## config.mk

```make
export PLATFORM = sky130hd
export DESIGN_NAME = pps_stat_sel
export DESIGN_NICKNAME = d
export VERILOG_FILES = /design/src/common/pps_pkg.sv /design/src/hdl/pps_evt_qual.sv /design/src/hdl/pps_sat_ctr.sv /design/src/hdl/pps_stat_sel.sv
export VERILOG_INCLUDE_DIRS = /design/src /design/src/common
export SDC_FILE = /design/constraint.sdc
export NUM_CORES = 1
export LEC_CHECK = 0
export BUFFER_PORTS_ARGS = -buffer_cell sky130_fd_sc_hd__buf_4
export CORE_ASPECT_RATIO = 0.8
export CORE_UTILIZATION = 40
export CTS_CLUSTER_DIAMETER = 100
export DETAILED_ROUTE_END_ITERATION = 16
export MAX_ROUTING_LAYER = met4
export PLACE_DENSITY_LB_ADDON = 0.12
export SETUP_SLACK_MARGIN = 0.2
export SYNTH_ARGS = -nofsm -noshare
export SYNTH_HDL_FRONTEND = slang
export SYNTH_HIERARCHICAL = 1
export SYNTH_SLANG_ARGS = --single-unit
```

## constraint.sdc

```tcl
create_clock -name ref_clk -period 2.45 [get_ports ref_clk]
set_input_delay 0.1225 -clock ref_clk [delete_from_list [all_inputs] [get_ports ref_clk]]
set_output_delay 0.1225 -clock ref_clk [all_outputs]
set_load 0.05 [all_outputs]
```

## src/common/pps_consts.svh

```systemverilog
/*
 * Offsets, field positions, reset values and limits of the port
 * performance statistics selection block.
 * Assumes inclusion by bare name from design and bench files.
 */
`ifndef PPS_CONSTS_SVH
`define PPS_CONSTS_SVH

// ----------------------------------------------------------------
// register byte offsets
// ----------------------------------------------------------------
`define PPS_ADDR_W        12
`define PPS_OFF_CTRL      12'h000
`define PPS_OFF_CTR4      12'h004
`define PPS_OFF_CTR5      12'h008
`define PPS_OFF_STAT      12'h00C

// ----------------------------------------------------------------
// control word field positions
// ----------------------------------------------------------------
`define PPS_C4_PRI_LSB    0
`define PPS_C4_DIR_BIT    7
`define PPS_C4_CLS_LSB    13
`define PPS_C5_PRI_LSB    16
`define PPS_C5_DIR_BIT    23
`define PPS_C5_CLS_LSB    29

// ----------------------------------------------------------------
// reset values and masks
// ----------------------------------------------------------------
`define PPS_CTRL_RST      32'h0000_0000
`define PPS_CTRL_WMASK    32'hE08F_E08F
`define PPS_CTR_RST       32'h0000_0000
`define PPS_CTR_MAX       32'hFFFF_FFFF

`endif

```

## src/common/pps_pkg.sv

```systemverilog
/*
 * Types shared by the statistics selection block and its bench.
 * Assumes pps_consts.svh is available on the include path.
 */
`default_nettype none

package pps_pkg;

	// traffic classes, in the order of their 3-bit encodings 000..111
	typedef enum logic [2:0] {
		PPS_CLS_UC_REQ,
		PPS_CLS_UC_ALL,
		PPS_CLS_CS_RETRY,
		PPS_CLS_CS_OTHER,
		PPS_CLS_UC_WORDS,
		PPS_CLS_MC_PKT,
		PPS_CLS_MC_CS,
		PPS_CLS_MC_WORDS
	} pps_class_t;

	typedef enum logic [1:0] {
		PPS_FT_REQ,
		PPS_FT_RESP,
		PPS_FT_MAINT,
		PPS_FT_OTHER
	} pps_ftype_t;

	// one observed event per cycle and direction
	typedef struct packed {
		logic       pkt;       // packet accepted this cycle
		logic       cs;        // control symbol this cycle
		logic       cs_retry;  // control symbol is a retry
		logic       mcast;     // multicast packet or symbol
		pps_ftype_t ftype;     // packet type
		logic       hop_zero;  // maintenance hop count is zero
		logic       retried;   // packet was retried
		logic [1:0] prio;      // packet priority
		logic [6:0] words;     // packet length in 32-bit words
	} pps_evt_t;

	// per-counter selection
	typedef struct packed {
		pps_class_t cls;
		logic       dir;       // 0 receive, 1 transmit
		logic [3:0] pri_en;    // bit 0 prio 3 .. bit 3 prio 0
	} pps_cfg_t;

endpackage

`default_nettype wire

```

## src/hdl/pps_evt_qual.sv

```systemverilog
/*
 * Qualifies one cycle of observed traffic against one counter's
 * selection and produces a registered increment amount.
 * Assumes events come from logic on ref_clk.
 */
`timescale 1ns/1ps
`default_nettype none

module pps_evt_qual
	import pps_pkg::*;
(
	input  wire logic       ref_clk,  // clock
	input  wire logic       rst_n,    // async reset, active low
	input  wire pps_cfg_t   cfg,      // counter selection
	input  wire pps_evt_t   rx_evt,   // receive-side event
	input  wire pps_evt_t   tx_evt,   // transmit-side event
	output logic      [6:0] inc       // amount to add next edge
);

	function automatic logic [6:0] qual(input pps_cfg_t c, input pps_evt_t e);
		logic any_pri;
		logic pri_ok;
		logic uc_ok;
		logic mc_ok;
		any_pri = |c.pri_en;
		pri_ok  = c.pri_en[2'd3 - e.prio];
		uc_ok   = e.pkt && !e.mcast && !e.retried && pri_ok;           // RULE2 RULE19
		mc_ok   = e.pkt && e.mcast && !e.retried && pri_ok;            // RULE2 RULE19
		qual    = 7'h00;
		if (any_pri) begin                                             // RULE17 RULE13
			case (c.cls)
				PPS_CLS_UC_REQ:   qual = {6'h00, uc_ok && e.ftype == PPS_FT_REQ}; // RULE3
				PPS_CLS_UC_ALL:   qual = {6'h00, uc_ok};                           // RULE4
				PPS_CLS_CS_RETRY: qual = {6'h00, e.cs && e.cs_retry};              // RULE5 RULE11
				PPS_CLS_CS_OTHER: qual = {6'h00, e.cs && !e.cs_retry};             // RULE6 RULE11
				PPS_CLS_UC_WORDS: qual = uc_ok ? e.words : 7'h00;                  // RULE7
				PPS_CLS_MC_PKT:   qual = {6'h00, mc_ok};                           // RULE8
				PPS_CLS_MC_CS:    qual = {6'h00, e.cs && e.mcast};                 // RULE9 RULE11
				PPS_CLS_MC_WORDS: qual = mc_ok ? e.words : 7'h00;                  // RULE10
				default:          qual = 7'h00;
			endcase
		end
	endfunction

	always_ff @(posedge ref_clk or negedge rst_n) begin
		if (!rst_n) begin
			inc <= 7'h00;
		end else begin
			inc <= qual(cfg, cfg.dir ? tx_evt : rx_evt); // RULE18 RULE14
		end
	end

endmodule // pps_evt_qual

`default_nettype wire

```

## src/hdl/pps_sat_ctr.sv

```systemverilog
/*
 * 32-bit saturating statistics counter with test write and clear.
 * Assumes write and clear are single-cycle strobes on ref_clk.
 */
`timescale 1ns/1ps
`default_nettype none
`include "pps_consts.svh"

module pps_sat_ctr (
	input  wire logic        ref_clk,    // clock
	input  wire logic        rst_n,      // async reset, active low
	input  wire logic  [6:0] inc,        // amount to add
	input  wire logic        wr,         // test write strobe
	input  wire logic [31:0] wr_data,    // test write value
	input  wire logic        clr,        // clear strobe (read)
	output logic      [31:0] count,      // current value
	output logic      [31:0] next_count, // value after an edge with no write or clear
	output logic             sat         // counter is at maximum
);

	logic [32:0] sum;

	always_comb begin
		sum = {1'b0, count} + {26'h0, inc};
		next_count = sum[32] ? `PPS_CTR_MAX : sum[31:0];
	end

	// increment arriving with a clear is kept
	always_ff @(posedge ref_clk or negedge rst_n) begin
		if (!rst_n) begin
			count <= `PPS_CTR_RST;
		end else if (wr) begin
			count <= wr_data;
		end else if (clr) begin
			count <= {25'h0, inc};
		end else begin
			count <= next_count;
		end
	end

	assign sat = (count == `PPS_CTR_MAX);

endmodule // pps_sat_ctr

`default_nettype wire

```

## src/hdl/pps_stat_sel.sv

```systemverilog
/*
 * Performance statistics selection for counters four and five: an APB
 * slave holding the control word, two qualifiers and two counters.
 * Assumes traffic events arrive synchronous to ref_clk and APB is
 * driven on ref_clk.
 */
// The implementer's own choices: the APB slave port and the register offsets.
// Overview of operation
// RULE1 - counter four class selector is bits 13..15, read/write, reset zero
// RULE2 - retried packets are never counted by either counter
// RULE3 - class 000 counts unicast requests only, no responses or maintenance
// RULE4 - class 001 counts every unicast packet, maintenance included
// RULE5 - class 010 counts retry control symbols only
// RULE6 - class 011 counts all control symbols except retry symbols
// RULE7 - class 100 adds one per 32-bit word of accepted unicast packets
// RULE8 - class 101 counts each multicast packet
// RULE9 - class 110 counts each multicast control symbol
// RULE10 - class 111 adds one per 32-bit word of multicast packets
// RULE11 - control symbols count whenever any priority bit is set
// RULE12 - counter five priority enables at bits 16..19, prio 3..0
// RULE13 - counter five disabled when its priority bits are all zero
// RULE14 - bit 23 picks receive (0) or transmit (1) for counter five
// RULE15 - counter five class selector is bits 29..31, same encodings
// RULE16 - counter four priority enables at bits 0..3, prio 3..0
// RULE17 - counter four disabled when its priority bits are all zero
// RULE18 - bit 7 picks receive (0) or transmit (1) for counter four
// RULE19 - a packet counts only if priority, direction and class all match
// RULE20 - reserved control bits read zero and ignore writes
`timescale 1ns/1ps
`default_nettype none
`include "pps_consts.svh"

module pps_stat_sel
	import pps_pkg::*;
(
	input  wire logic                 ref_clk,  // 50 MHz clock
	input  wire logic                 rst_n,    // async reset, active low
	input  wire logic [`PPS_ADDR_W-1:0] paddr,  // APB address
	input  wire logic                 psel,     // APB select
	input  wire logic                 penable,  // APB enable
	input  wire logic                 pwrite,   // APB direction
	input  wire logic          [31:0] pwdata,   // APB write data
	input  wire logic           [3:0] pstrb,    // APB byte strobes
	output logic               [31:0] prdata,   // APB read data
	output logic                      pready,   // APB ready
	output logic                      pslverr,  // APB error
	input  wire pps_evt_t             rx_evt,   // receive traffic
	input  wire pps_evt_t             tx_evt    // transmit traffic
);

	// ------------------------------------------------------------
	// bus decode
	// ------------------------------------------------------------
	function automatic logic mapped(input logic [`PPS_ADDR_W-1:0] a);
		mapped = (a == `PPS_OFF_CTRL) || (a == `PPS_OFF_CTR4) ||
		         (a == `PPS_OFF_CTR5) || (a == `PPS_OFF_STAT);
	endfunction

	function automatic logic [31:0] strb_merge(input logic [31:0] old,
	                                           input logic [31:0] wd,
	                                           input logic [3:0]  st);
		integer i;
		strb_merge = old;
		for (i = 0; i < 4; i = i + 1) begin
			if (st[i]) begin
				strb_merge[i*8 +: 8] = wd[i*8 +: 8];
			end
		end
	endfunction

	logic setup;
	logic access;
	logic wr_ctrl;
	logic wr_ctr4;
	logic wr_ctr5;
	logic rd_ctr4;
	logic rd_ctr5;

	assign setup   = psel && !penable;
	assign access  = psel && penable;
	assign pready  = 1'b1;
	assign wr_ctrl = access && pwrite && paddr == `PPS_OFF_CTRL;
	assign wr_ctr4 = access && pwrite && paddr == `PPS_OFF_CTR4;
	assign wr_ctr5 = access && pwrite && paddr == `PPS_OFF_CTR5;
	assign rd_ctr4 = access && !pwrite && paddr == `PPS_OFF_CTR4;
	assign rd_ctr5 = access && !pwrite && paddr == `PPS_OFF_CTR5;

	// ------------------------------------------------------------
	// control word
	// ------------------------------------------------------------
	logic [31:0] ctrl;

	always_ff @(posedge ref_clk or negedge rst_n) begin
		if (!rst_n) begin
			ctrl <= `PPS_CTRL_RST;
		end else if (wr_ctrl) begin
			ctrl <= strb_merge(ctrl, pwdata, pstrb) & `PPS_CTRL_WMASK; // RULE20
		end
	end

	pps_cfg_t cfg4;
	pps_cfg_t cfg5;

	always_comb begin
		cfg4.pri_en = ctrl[`PPS_C4_PRI_LSB +: 4];                    // RULE16
		cfg4.dir    = ctrl[`PPS_C4_DIR_BIT];                         // RULE18
		cfg4.cls    = pps_class_t'(ctrl[`PPS_C4_CLS_LSB +: 3]);      // RULE1
		cfg5.pri_en = ctrl[`PPS_C5_PRI_LSB +: 4];                    // RULE12
		cfg5.dir    = ctrl[`PPS_C5_DIR_BIT];                         // RULE14
		cfg5.cls    = pps_class_t'(ctrl[`PPS_C5_CLS_LSB +: 3]);      // RULE15
	end

	// ------------------------------------------------------------
	// qualifiers and counters
	// ------------------------------------------------------------
	logic  [6:0] inc4;
	logic  [6:0] inc5;
	logic [31:0] cnt4;
	logic [31:0] cnt5;
	logic [31:0] nxt4;
	logic [31:0] nxt5;
	logic        sat4;
	logic        sat5;

	pps_evt_qual u_qual4 (
		.ref_clk (ref_clk),
		.rst_n   (rst_n),
		.cfg     (cfg4),
		.rx_evt  (rx_evt),
		.tx_evt  (tx_evt),
		.inc     (inc4)
	);

	pps_evt_qual u_qual5 (
		.ref_clk (ref_clk),
		.rst_n   (rst_n),
		.cfg     (cfg5),
		.rx_evt  (rx_evt),
		.tx_evt  (tx_evt),
		.inc     (inc5)
	);

	pps_sat_ctr u_ctr4 (
		.ref_clk    (ref_clk),
		.rst_n      (rst_n),
		.inc        (inc4),
		.wr         (wr_ctr4),
		.wr_data    (strb_merge(cnt4, pwdata, pstrb)),
		.clr        (rd_ctr4),
		.count      (cnt4),
		.next_count (nxt4),
		.sat        (sat4)
	);

	pps_sat_ctr u_ctr5 (
		.ref_clk    (ref_clk),
		.rst_n      (rst_n),
		.inc        (inc5),
		.wr         (wr_ctr5),
		.wr_data    (strb_merge(cnt5, pwdata, pstrb)),
		.clr        (rd_ctr5),
		.count      (cnt5),
		.next_count (nxt5),
		.sat        (sat5)
	);

	// ------------------------------------------------------------
	// read data and error
	// ------------------------------------------------------------
	// captured at setup so the access edge clear loses nothing
	always_ff @(posedge ref_clk or negedge rst_n) begin
		if (!rst_n) begin
			prdata  <= 32'h0000_0000;
			pslverr <= 1'b0;
		end else if (setup) begin
			pslverr <= !mapped(paddr);
			case (paddr)
				`PPS_OFF_CTRL: prdata <= ctrl;
				`PPS_OFF_CTR4: prdata <= nxt4;
				`PPS_OFF_CTR5: prdata <= nxt5;
				`PPS_OFF_STAT: prdata <= {28'h0, sat5, sat4,
				                          |cfg5.pri_en, |cfg4.pri_en};
				default:       prdata <= 32'h0000_0000;
			endcase
		end
	end

endmodule // pps_stat_sel

`default_nettype wire

```

# After elaboration in Yosys (flattened, before gate mapping)
# Cells that the tools add are included.
[totals]
ff_bits = 127
in_bits = 87
output_inout_bits = 34
word_cells = 126
[classes]
n_addsub = 4
magnitude_cmp = 2
eq_ne = 27
muxes = 25
reduce_logical = 52
[op_table]
columns = ["operator", "n"]
rows = [
  ["$mux 32", 6],
  ["$pmux 32 s4", 1],
  ["$pmux 7 s8", 2],
  ["$add 32x7->33", 2],
  ["$eq 32x32->1 const B", 2],
  ["$mux 7", 6],
  ["$mux 17", 2],
  ["$mux 8", 4],
  ["$logic_and 1x1->1", 29],
  ["$eq 12x4->1 const B", 2],
  ["$eq 3x3->1 const B", 8],
  ["$ne 2x2->1 const B", 8],
  ["$eq 12x3->1 const B", 1],
  ["$eq 3x2->1 const B", 4],
  ["$logic_not 12->1", 1],
  ["$logic_not 1->1", 9],
  ["$reduce_and 2->1", 4],
  ["$reduce_or 4->1", 2],
  ["$eq 3x1->1 const B", 2],
  ["$logic_not 3->1", 2],
  ["$lt 2x3->1 const B", 2],
  ["$bmux 1 s2", 2],
  ["$logic_not 2->1", 2],
  ["$sub 2x2->2 const A", 2],
  ["other kinds (2)", 5],
]

# Logic depth before layout (Yosys ltp)
# Gate-level depths: netlist of the first run.
[logic_depth]
ltp_word = 8
mapped_depth = 11
depth_no_buf = 10

# By module
# The synthesis of the first run kept the hierarchy.
[modules_own_cells]
columns = ["mod", "n_inst", "cells_each", "area_each_um2", "seq_area_each_um2"]
rows = [
  ["pps_sat_ctr", 2, 318, 2568.7, 800.8],
  ["pps_stat_sel", 1, 400, 3260.6, 1226.2],
  ["pps_evt_qual", 2, 64, 551.8, 175.2],
]

# Least setup slack after synthesis of the first run
# Ideal clock, no wire load.
[synth_timing]
path_kind = "reg2reg"
startpoint = "reg u_qual5.inc[0]"
endpoint = "reg prdata[14]"
setup_ns = 0.133
arrival_time_ns = 2.506
required_ns = 2.317
setup_slack_ns = -0.190
stages_incl_launch_ff = 12
n_path_buf = 1
synth_period_minus_slack_ns = 2.640
path_cell_list = "dfrtp_1 -> ha_1 -> fa_1 -> a211oi_1 -> o21a_1 -> nor3_1 -> clkbuf_1 -> a21oi_1 -> nor2_1 -> mux2_2 -> a22oi_1 -> o21ai_0"
[synth_via]
elab_chain_len = 3
[synth_lines]
columns = ["element", "line_no", "rtl"]
rows = [
  ["start, declared", "pps_evt_qual.sv:17", "output logic [6:0] inc"],
  ["start signal, assigned", "pps_evt_qual.sv:49", "inc <= qual(cfg, cfg.dir ? tx_evt : rx_evt);"],
  ["$add 32x7->33", "pps_sat_ctr.sv:24", "sum = {1'b0, count} + {26'h0, inc};"],
  ["$mux 32", "pps_sat_ctr.sv:25", "next_count = sum[32] ? `PPS_CTR_MAX : sum[31:0];"],
  ["named net nxt5[14]", "pps_stat_sel.sv:121", "logic [31:0] nxt5;"],
  ["$pmux 32 s4", "pps_stat_sel.sv:177", "case (paddr)"],
  ["end signal, assigned", "pps_stat_sel.sv:178", "`PPS_OFF_CTRL: prdata <= ctrl;"],
  ["end signal, assigned", "pps_stat_sel.sv:179", "`PPS_OFF_CTR4: prdata <= nxt4;"],
  ["end signal, assigned", "pps_stat_sel.sv:180", "`PPS_OFF_CTR5: prdata <= nxt5;"],
  ["end, declared", "pps_stat_sel.sv:44", "output logic [31:0] prdata,"],
]
# The timed path passes the listed nets, and every way through them passes these cells.
# A chain may end at the register's enable or synchronous reset.

# Worst setup path in the final report of the first run
[layout_timing]
startpoint = "reg u_ctr5.count[0]"
endpoint = "reg prdata[16]"
[layout_via]
elab_chain_len = 3
[layout_lines]
columns = ["element", "line_no", "rtl"]
rows = [
  ["start, declared", "pps_sat_ctr.sv:16", "output logic [31:0] count,"],
  ["start signal, assigned", "pps_sat_ctr.sv:31", "count <= `PPS_CTR_RST;"],
  ["start signal, assigned", "pps_sat_ctr.sv:33", "count <= wr_data;"],
  ["start signal, assigned", "pps_sat_ctr.sv:35", "count <= {25'h0, inc};"],
  ["$add 32x7->33", "pps_sat_ctr.sv:24", ""],
  ["$mux 32", "pps_sat_ctr.sv:25", ""],
  ["named net nxt5[16]", "pps_stat_sel.sv:121", ""],
  ["$pmux 32 s4", "pps_stat_sel.sv:177", ""],
]
# The timed path passes the listed nets, and every way through them passes these cells.

==> flow_summary.html, run 1 <==
<table>
<tr><th>Metric</th><th>Value</th></tr>
<tr><th colspan="2">Layout</th></tr>
<tr><td>Area added between synthesis and finish</td><td>53.7%</td></tr>
<tr><td>Final instance area</td><td>14600 um^2</td></tr>
<tr><td>Share of post-route cells with drive strength above 1</td><td>41.4%</td></tr>
<tr><td>Finished Core Util</td><td>62.6%</td></tr>
<tr><td>Final layout net count</td><td>1585</td></tr>
<tr><td>Fillcell total</td><td>1950</td></tr>
<tr><th colspan="2">Job</th></tr>
<tr><td>Max capacitance violation total</td><td>0</td></tr>
<tr><th colspan="2">Timing</th></tr>
<tr><td>Normalized max-slew margin</td><td>6.73%</td></tr>
<tr><td>Final setup violating endpoints</td><td>29</td></tr>
<tr><td>RSZ-0062 raised after global routing</td><td>true</td></tr>
<tr><td>Final TNS setup</td><td>-2.92 ns</td></tr>
<tr><td>Worst Tran Pin Value</td><td>1.40 ns</td></tr>
<tr><td>Clock Skews</td><td>0.0126 ns</td></tr>
<tr><td>Maximum clock frequency</td><td>0.379 GHz</td></tr>
<tr><td>Final count of hold timing violations</td><td>0</td></tr>
<tr><td>Number of pins with negative max-slew slack in the final report</td><td>0</td></tr>
<tr><td>Worst Slack Setup Final</td><td>-0.189 ns</td></tr>
<tr><td>Post-route minimum period</td><td>2.64 ns</td></tr>
<tr><td>Final worst-path cycle share</td><td>108%</td></tr>
<tr><th colspan="2">Synthesis</th></tr>
<tr><td>Share of async-settable or async-resettable flops after synthesis</td><td>100%</td></tr>
<tr><td>Sequential area share after synthesis</td><td>33.4%</td></tr>
<tr><td>Seq cells post-synth</td><td>127</td></tr>
<tr><td>Number of flops mapped to enable cells by yosys</td><td>0</td></tr>
<tr><td>Most frequently used flop master after synthesis</td><td>dfrtp_1</td></tr>
<tr><td>Syn Inst Count</td><td>1164</td></tr>
<tr><td>Syn nets</td><td>1267</td></tr>
<tr><td>Total standard cell area after synthesis</td><td>9500 um^2</td></tr>
<tr><td>Netlist cell types</td><td>72</td></tr>
<tr><td>Yosys warns</td><td>6</td></tr>
<tr><td>Syn Area/Cell</td><td>8.16 um^2</td></tr>
<tr><th colspan="2">Global route</th></tr>
<tr><td>Pin count of the biggest net entering global routing</td><td>55</td></tr>
<tr><td>Initial antenna violation count</td><td>1</td></tr>
<tr><td>Global-route usage over all layers</td><td>33.5%</td></tr>
<tr><td>Via count of the first global-routing pass</td><td>9854</td></tr>
<tr><td>Global route overflow</td><td>0</td></tr>
<tr><td>First-pass GRT wire length</td><td>60.1 mm</td></tr>
<tr><th colspan="2">Worst setup path</th></tr>
<tr><td>Count of buffering cells on the critical path with inverters included</td><td>1</td></tr>
<tr><td>Max stage delay on crit path</td><td>0.41 ns</td></tr>
<tr><td>CP top delay family</td><td>compound AO/OA/AOI/OAI gates</td></tr>
<tr><td>CP Max Fanout</td><td>5</td></tr>
<tr><td>Data required time at the worst endpoint</td><td>2.76 ns</td></tr>
<tr><td>Category of the worst setup path launch point</td><td>register</td></tr>
<tr><td>CP cell instances</td><td>ha_4, fa_2, a211oi_4, o21a_4, nor3_4, buf_6, a21oi_4, nor2_4, mux2_4, a22oi_2, o21ai_2</td></tr>
<tr><td>Critical Path AT</td><td>2.95 ns</td></tr>
<tr><td>Setup slack on the worst flop-to-flop path</td><td>-0.19 ns</td></tr>
<tr><td>Worst setup path class</td><td>reg -&gt; reg</td></tr>
<tr><td>Capturing element type of the critical path</td><td>register</td></tr>
<tr><td>Slowest library cell on the worst path</td><td>dfrtp_1</td></tr>
<tr><th colspan="2">Drt</th></tr>
<tr><td>Violation count after the first detailed-route iteration</td><td>1382</td></tr>
<tr><td>Final wirelength</td><td>40.7 mm</td></tr>
<tr><td>Drc violations</td><td>0</td></tr>
<tr><td>Detail Route Antenna Nets</td><td>0</td></tr>
<tr><td>Via/cell ratio</td><td>5.92</td></tr>
<tr><td>Routed length per placed instance</td><td>22.5 um</td></tr>
<tr><td>Drt pass-1 iters</td><td>5</td></tr>
<tr><td>Number of vias after detailed routing</td><td>10700</td></tr>
<tr><th colspan="2">Place</th></tr>
<tr><td>PortBufs</td><td>117</td></tr>
<tr><td>Worst setup timing slack at the placement stage</td><td>-0.168 ns</td></tr>
<tr><td>Cell area reported after detailed placement</td><td>12000 um^2</td></tr>
<tr><td>Routability-driven placement congestion ratio</td><td>0.931</td></tr>
<tr><td>HPWL Detailed</td><td>28.5 mm</td></tr>
<tr><th colspan="2">Power and ir drop</th></tr>
<tr><td>Leakage Power</td><td>6.42 nW</td></tr>
<tr><td>Proportion of power drawn by the clock network</td><td>51.3%</td></tr>
<tr><td>Internal power summed over all cells</td><td>4.07 mW</td></tr>
<tr><td>Proportion of power drawn by combinational gates</td><td>10.0%</td></tr>
<tr><td>Pwr Density</td><td>373 nW/um^2</td></tr>
<tr><td>Switching share of power</td><td>25.4%</td></tr>
<tr><td>Peak supply drop</td><td>0.488 mV</td></tr>
<tr><td>Reported net switching power</td><td>1.39 mW</td></tr>
<tr><td>Part of the total power dissipated in sequential elements</td><td>38.7%</td></tr>
<tr><th colspan="2">Floorplan</th></tr>
<tr><td>Vertical die dimension</td><td>140 um</td></tr>
<tr><td>Die outline area</td><td>24400 um^2</td></tr>
<tr><td>Horizontal extent of the die</td><td>174 um</td></tr>
<tr><td>Starting density of the core</td><td>40.7%</td></tr>
<tr><td>I/O pin total</td><td>121</td></tr>
<tr><td>Site row count</td><td>50</td></tr>
<tr><td>Core footprint</td><td>23300 um^2</td></tr>
<tr><th colspan="2">Min path</th></tr>
<tr><td>Worst hold-check path type</td><td>in -&gt; reg</td></tr>
<tr><th colspan="2">Clocking</th></tr>
<tr><td>Sink Count</td><td>127</td></tr>
<tr><td>Clock-pin slew reported for the worst setup and hold paths after clock tree synthesis</td><td>0.06 ns</td></tr>
<tr><td>CTS H-tree depth</td><td>4</td></tr>
<tr><td>Later-pin clock latency in the skew report</td><td>0.44 ns</td></tr>
<tr><td>Clock tree from TritonCTS</td><td>yes</td></tr>
<tr><td>Number of buffers created by CTS</td><td>17</td></tr>
<tr><td>Root buffer cell</td><td>clkbuf_16</td></tr>
<tr><td>Maximum clock path buffer count</td><td>2</td></tr>
<tr><th colspan="2">Outcome</th></tr>
<tr><td>Violations in the final reports</td><td>setup timing</td></tr>
<tr><td>Run status</td><td>finished with violations</td></tr>
</table>
[routing by layer]
layer / up-vias / wire length [um] / GRT usage [%]
met5: - / 0 / -
met4: 0 / 679 / 6.88
met3: 56 / 3570 / 8.03
met2: 498 / 17900 / 46.4
met1: 5240 / 18600 / 48.9
li1: 4912 / - / -
[state kept, by name, summed over array words and instances, names as in the netlist]
| name | count |
|---|---|
| pslverr | 1 |
| u_qual4/inc | 7 |
| ctrl | 16 |
| u_ctr5/count | 32 |
| u_qual5/inc | 7 |
| u_ctr4/count | 32 |
| prdata | 32 |
[area by class of cell]
cell class / instances / area (um^2) / area share, %
inverters: 84 / 315 / 2.16
diodes: 1 / 2.50 / 0.0171
repair buffers: 362 / 3000 / 20.5
well taps: 312 / 390 / 2.67
clock buffers: 19 / 443 / 3.03
flip-flops and latches: 127 / 3180 / 21.8
clock inverters: 13 / 188 / 1.28
multi-input cells: 890 / 7090 / 48.5
[tightest hold or removal path: stages]
cell	delay [ns]
buf_4	0.08
mux2i_1	0.07
nor2_1	0.13
[power groups by stage]
| stage | sequential, mW | clock, mW | combinational [mW] |
|---|---|---|---|
| floorplan | 2.15 | 0 | 0.181 |
| global placement | 2.15 | 0 | 0.470 |
| detailed placement | 2.15 | 0 | 0.471 |
| CTS | 2.11 | 2.82 | 0.521 |
| global route | 2.11 | 2.93 | 0.587 |
| finish | 2.11 | 2.80 | 0.547 |
[cell families (layout without fill, tap and decap cells)]
logic type / Yosys count / after routing / share of synthesized area [%]
other: 1 / 2 / 0.0395
AND/OR/NAND/NOR: 465 / 468 / 26.3
adder cells (fa/ha/maj): 16 / 16 / 2.26
XOR/XNOR: 24 / 24 / 2.21
multiplexers: 56 / 56 / 6.54
flip-flops: 127 / 127 / 33.4
buffers and inverters: 150 / 478 / 6.68
AO/OA/AOI/OAI: 325 / 325 / 22.5
[cells in the final DEF (no fill, tap or decap), types with 7 or more instances in the layout]
| cell | instances |
|---|---|
| dlygate4sd3_1 | 27 |
| buf_4 | 294 |
| mux2_4 | 13 |
| a22oi_1 | 21 |
| a31oi_4 | 8 |
| ha_4 | 10 |
| xnor2_1 | 16 |
| a21o_1 | 7 |
| o21ai_1 | 14 |
| nand2_1 | 163 |
| dfrtp_1 | 125 |
| nand3_1 | 34 |
| nand3b_1 | 12 |
| a21oi_1 | 12 |
| nor2_2 | 11 |
| nor4b_4 | 7 |
| and3_1 | 17 |
| o21ai_0 | 96 |
| buf_6 | 33 |
| a21oi_2 | 9 |
| nor3_1 | 14 |
| a31oi_1 | 11 |
| mux2_2 | 21 |
| o31ai_1 | 10 |
| nor4_1 | 9 |
| nand4_1 | 14 |
| clkbuf_16 | 17 |
| a22oi_2 | 33 |
| o22ai_1 | 16 |
| nor4_4 | 11 |
| nand2b_1 | 7 |
| a22o_1 | 12 |
| nor4_2 | 8 |
| nor2_1 | 67 |
| inv_1 | 82 |
| mux2i_1 | 21 |
[path summary, 6_finish.rpt]
kind,start,to,depth (start not counted)
worst max-delay path,u_ctr5/count[0],prdata[16],11
worst min-delay path,rx_evt[3],u_qual5/inc[3],3
worst max register to register,u_ctr5/count[0],prdata[16],11
worst min register to register,prdata[23],prdata[23],2
max in group asynchronous,rst_n,u_ctr5/count[18],3
min in group asynchronous,rst_n,u_ctr5/count[25],2
[synthesized netlist by cell type (5+ instances only)]
cell type	n	area share, %
o21ai_0	120	6.3
dfrtp_1	127	33
buf_2	6	0.32
nand4_1	14	0.92
clkbuf_1	46	1.8
xnor2_1	20	1.8
mux2_2	29	3.4
and2_1	6	0.40
mux2i_1	22	2.3
nor3_1	19	1.0
a21o_1	8	0.63
nor4b_1	9	0.83
or4_1	6	0.47
o22ai_1	16	1.1
nand3_1	37	1.9
and4_1	10	0.92
mux2_4	5	0.79
nand2_1	171	6.8
inv_1	82	3.2
ha_1	14	1.8
buf_6	5	0.59
a211oi_1	8	0.63
nand3b_1	12	0.95
or4_4	6	0.71
and3_1	18	1.2
nand2b_1	7	0.46
o31ai_1	22	1.7
nor2b_1	6	0.40
nor2_1	82	3.2
a22o_1	12	1.1
a22oi_1	54	4.3
nor4_1	24	1.6
a21oi_1	26	1.4
a41oi_1	6	0.55
a31oi_1	20	1.3
[repair_timing]
action | in CTS | in global routing
setup endpoints to repair | 68 | 90
gates cloned | 4 | 1
hold endpoints to repair | 68 | 0
gates resized for setup | 119 | 152
pin swaps | 35 | 67
hold buffers | 27 | 0
buffers inserted | 20 | 17
[stage by stage]
step	hold slack, ns	cells	power [mW]
5_1_grt	0.0110	1808	5.62
3_5_place_dp	0.114	1706	2.62
2_1_floorplan	-0.173	1164	2.33
4_1_cts	0.0125	1789	5.45
6_report	0.0362	1808	5.45
3_3_place_gp	0.115	1706	2.62
Power figures use the tool's default switching activity.
==> run 2, diff against run 1 <==
--- a/config.mk
+++ b/config.mk
@@ -11,6 +11,7 @@
 export CORE_UTILIZATION = 40
 export CTS_CLUSTER_DIAMETER = 100
 export DETAILED_ROUTE_END_ITERATION = 16
+export GPL_TIMING_DRIVEN = 0
 export MAX_ROUTING_LAYER = met4
 export PLACE_DENSITY_LB_ADDON = 0.12
 export SETUP_SLACK_MARGIN = 0.2
@@ -18,3 +19,4 @@
 export SYNTH_HDL_FRONTEND = slang
 export SYNTH_HIERARCHICAL = 1
 export SYNTH_SLANG_ARGS = --single-unit
+export TNS_END_PERCENT = 5
==> run 2 against run 1 <==
Net effect: the run still ends with setup timing left; final cell count decreased by 7.2%; clock-buffer cell count decreased by 2; critical path type unchanged; largest power group unchanged; clock power decreased by 3%; power decreased by 1.7%; highest routed layer unchanged; fmax decreased by 1.6%; combinational power decreased by 2%; critical path depth unchanged; first-iteration DRC count decreased by 7.5%; sequential power about the same; sequential share of layout area increased by 2.8 points; sequential cell count unchanged; routed wire length decreased by 3.8%.
==> flow_summary.html, run 2 (synthesis results as in run 1) <==
<table>
<tr><th>Metric</th><th>Value</th></tr>
<tr><th colspan="2">Outcome</th></tr>
<tr><td>Run status</td><td>finished with violations</td></tr>
<tr><td>Violations in the final reports</td><td>setup timing</td></tr>
<tr><th colspan="2">Timing</th></tr>
<tr><td>Worst Slack Setup Final</td><td>-0.232 ns</td></tr>
<tr><td>Post-route minimum period</td><td>2.68 ns</td></tr>
<tr><td>Maximum clock frequency</td><td>0.373 GHz</td></tr>
<tr><td>Worst Tran Pin Value</td><td>1.29 ns</td></tr>
<tr><td>Number of pins with negative max-slew slack in the final report</td><td>0</td></tr>
<tr><td>Final count of hold timing violations</td><td>0</td></tr>
<tr><td>Final worst-path cycle share</td><td>109%</td></tr>
<tr><td>Clock Skews</td><td>0.0128 ns</td></tr>
<tr><td>Final setup violating endpoints</td><td>28</td></tr>
<tr><td>WHS</td><td>0.0966 ns</td></tr>
<tr><td>RSZ-0062 raised after global routing</td><td>true</td></tr>
<tr><td>Normalized max-slew margin</td><td>14.0%</td></tr>
<tr><th colspan="2">Layout</th></tr>
<tr><td>Share of post-route cells with drive strength above 1</td><td>31.5%</td></tr>
<tr><td>Most common library cell in the layout ignoring fill and taps</td><td>nand2_1</td></tr>
<tr><td>Commonest cells after routing, fill and taps aside</td><td>nand2_1 (162), buf_4 (138), dfrtp_1 (109)</td></tr>
<tr><td>Area added between synthesis and finish</td><td>37.0%</td></tr>
<tr><td>Largest registers in the final layout</td><td>prdata x32, u_ctr4/count x32, u_ctr5/count x32</td></tr>
<tr><td>Final layout net count</td><td>1454</td></tr>
<tr><th colspan="2">Worst setup path</th></tr>
<tr><td>CP Max Fanout</td><td>5</td></tr>
<tr><td>Slowest library cell on the worst path</td><td>dfrtp_1</td></tr>
<tr><td>Critical Path AT</td><td>2.98 ns</td></tr>
<tr><td>Max stage delay on crit path</td><td>0.41 ns</td></tr>
<tr><td>Count of buffering cells on the critical path with inverters included</td><td>2</td></tr>
<tr><td>CP cell instances</td><td>ha_4, buf_6, a211o_4, a211oi_4, buf_8, nor3_4, xnor2_1, nand2_2, mux2_4, a22oi_2, o21ai_1</td></tr>
<tr><td>Capturing element type of the critical path</td><td>register</td></tr>
<tr><td>Worst setup path class</td><td>reg -&gt; reg</td></tr>
<tr><td>CP top delay family</td><td>compound AO/OA/AOI/OAI gates</td></tr>
<tr><td>Category of the worst setup path launch point</td><td>register</td></tr>
<tr><td>Data required time at the worst endpoint</td><td>2.75 ns</td></tr>
<tr><th colspan="2">Global route</th></tr>
<tr><td>Via count of the first global-routing pass</td><td>9257</td></tr>
<tr><td>First-pass GRT wire length</td><td>58.3 mm</td></tr>
<tr><td>Global-route usage over all layers</td><td>32.8%</td></tr>
<tr><td>Initial antenna violation count</td><td>2</td></tr>
<tr><td>Global route overflow</td><td>0</td></tr>
<tr><td>Pin count of the biggest net entering global routing</td><td>88</td></tr>
<tr><th colspan="2">Drt</th></tr>
<tr><td>Violation count after the first detailed-route iteration</td><td>1279</td></tr>
<tr><td>Via/cell ratio</td><td>6.09</td></tr>
<tr><td>Final wirelength</td><td>39.2 mm</td></tr>
<tr><td>Routed length per placed instance</td><td>23.4 um</td></tr>
<tr><td>Drt pass-1 iters</td><td>5</td></tr>
<tr><td>Number of vias after detailed routing</td><td>10200</td></tr>
<tr><td>Detail Route Antenna Nets</td><td>0</td></tr>
<tr><td>Drc violations</td><td>0</td></tr>
<tr><th colspan="2">Place</th></tr>
<tr><td>Routability-driven placement congestion ratio</td><td>0.952</td></tr>
<tr><td>PortBufs</td><td>114</td></tr>
<tr><td>HPWL Detailed</td><td>28.8 mm</td></tr>
<tr><th colspan="2">Floorplan</th></tr>
<tr><td>Die outline area</td><td>24400 um^2</td></tr>
<tr><td>Core footprint</td><td>23300 um^2</td></tr>
<tr><td>Horizontal extent of the die</td><td>174 um</td></tr>
<tr><td>I/O pin total</td><td>121</td></tr>
<tr><td>Vertical die dimension</td><td>140 um</td></tr>
<tr><td>Starting density of the core</td><td>40.7%</td></tr>
<tr><td>Site row count</td><td>50</td></tr>
<tr><th colspan="2">Min path</th></tr>
<tr><td>Worst hold-check path type</td><td>in -&gt; reg</td></tr>
<tr><th colspan="2">Clocking</th></tr>
<tr><td>Later-pin clock latency in the skew report</td><td>0.44 ns</td></tr>
<tr><td>CTS H-tree depth</td><td>4</td></tr>
<tr><td>Clock tree from TritonCTS</td><td>yes</td></tr>
<tr><td>Number of buffers created by CTS</td><td>17</td></tr>
<tr><td>Root buffer cell</td><td>clkbuf_16</td></tr>
<tr><td>Clock-pin slew reported for the worst setup and hold paths after clock tree synthesis</td><td>0.06 ns</td></tr>
<tr><td>Maximum clock path buffer count</td><td>2</td></tr>
<tr><td>Sink Count</td><td>127</td></tr>
<tr><th colspan="2">Power and ir drop</th></tr>
<tr><td>Total Power Consumption</td><td>5.36 mW</td></tr>
<tr><td>Pwr Density</td><td>412 nW/um^2</td></tr>
<tr><td>Peak supply drop</td><td>0.509 mV</td></tr>
<tr><td>Leakage Power</td><td>5.56 nW</td></tr>
<tr><th colspan="2">Job</th></tr>
<tr><td>Max capacitance violation total</td><td>0</td></tr>
</table>
## run 2: cell types whose count changed in the layout (fill, tap and decap cells not counted), sizes merged
cell,change
buf,-172
bufinv,-1
clkbuf,+40
clkinv,-4
clkinvlp,+3
dlygate4sd3,+2
inv,+4
nand2b,-1
nor3,-2
## run 2: worst reg2reg max path: stages (launching register included)
cell and delay [ns]:
dfrtp_1 0.41, ha_4 0.19, buf_6 0.11, a211o_4 0.35
a211oi_4 0.38, buf_8 0.20, nor3_4 0.06, xnor2_1 0.19
nand2_2 0.09, mux2_4 0.27, a22oi_2 0.21, o21ai_1 0.09
## run 2: routing by layer
| metal | vias to the layer above | GRT usage [%] | wire (um) |
|---|---|---|---|
| li1 | 4658 | - | - |
| met1 | 5007 | 49.7 | 18200 |
| met2 | 499 | 45.2 | 16800 |
| met3 | 52 | 5.33 | 3640 |
| met4 | 0 | 6.74 | 590 |
| met5 | - | - | 0 |
## run 2: final timing paths
check                               start               end  slack, ns  cells after the start
min reg2reg                    prdata[18]        prdata[18]       0.49                      2
max reg2reg                u_qual5/inc[0]        prdata[15]      -0.23                     11
min in group asynchronous           rst_n  u_ctr5/count[28]       0.17                      2
max in group asynchronous           rst_n   u_ctr4/count[1]       1.45                      3
min                             tx_evt[2]    u_qual4/inc[2]        0.1                      3
max                        u_qual5/inc[0]        prdata[15]      -0.23                     11
## run 2: through the flow
stage / setup slack (ns) / setup TNS [ns] / cells / util (%) / cell area (um^2)
finish: -0.232 / -3.41 / 1677 / 55.8 / 13000
CTS: -0.244 / -3.68 / 1664 / 53.1 / 12400
detailed placement: -0.911 / -47.39 / 1591 / 46.6 / 10900
global placement: -0.928 / -49.09 / 1590 / 46.4 / 10800
global route: -0.283 / -6.13 / 1677 / 55.8 / 13000
floorplan: 0.0544 / 0 / 1164 / - / 9590
## run 2: layout make-up
cell class | count | area [um^2]
clock buffer | 17 | 425
buffer | 66 | 479
multi-input combinational | 887 | 6640
sequential | 127 | 3200
clock inverter | 15 | 184
antenna | 1 | 2.50
inverter | 84 | 320
fill | 2136 | 10300
timing repair buffer | 168 | 1370
tap | 312 | 390
## run 2: power by group
group	switching [mW]	total (mW)	internal (mW)
clock	1.10	2.72	1.61
sequential	0.0101	2.11	2.10
combinational	0.317	0.534	0.217
total	1.43	5.36	3.93
## run 2: repair_timing
action,in CTS,in global routing
endpoints found under the hold margin,62,0
pin swaps,21,42
gates resized for setup,138,124
buffers inserted,10,12
endpoints found under the setup margin,95,95
gates cloned,2,0
hold buffers,29,0
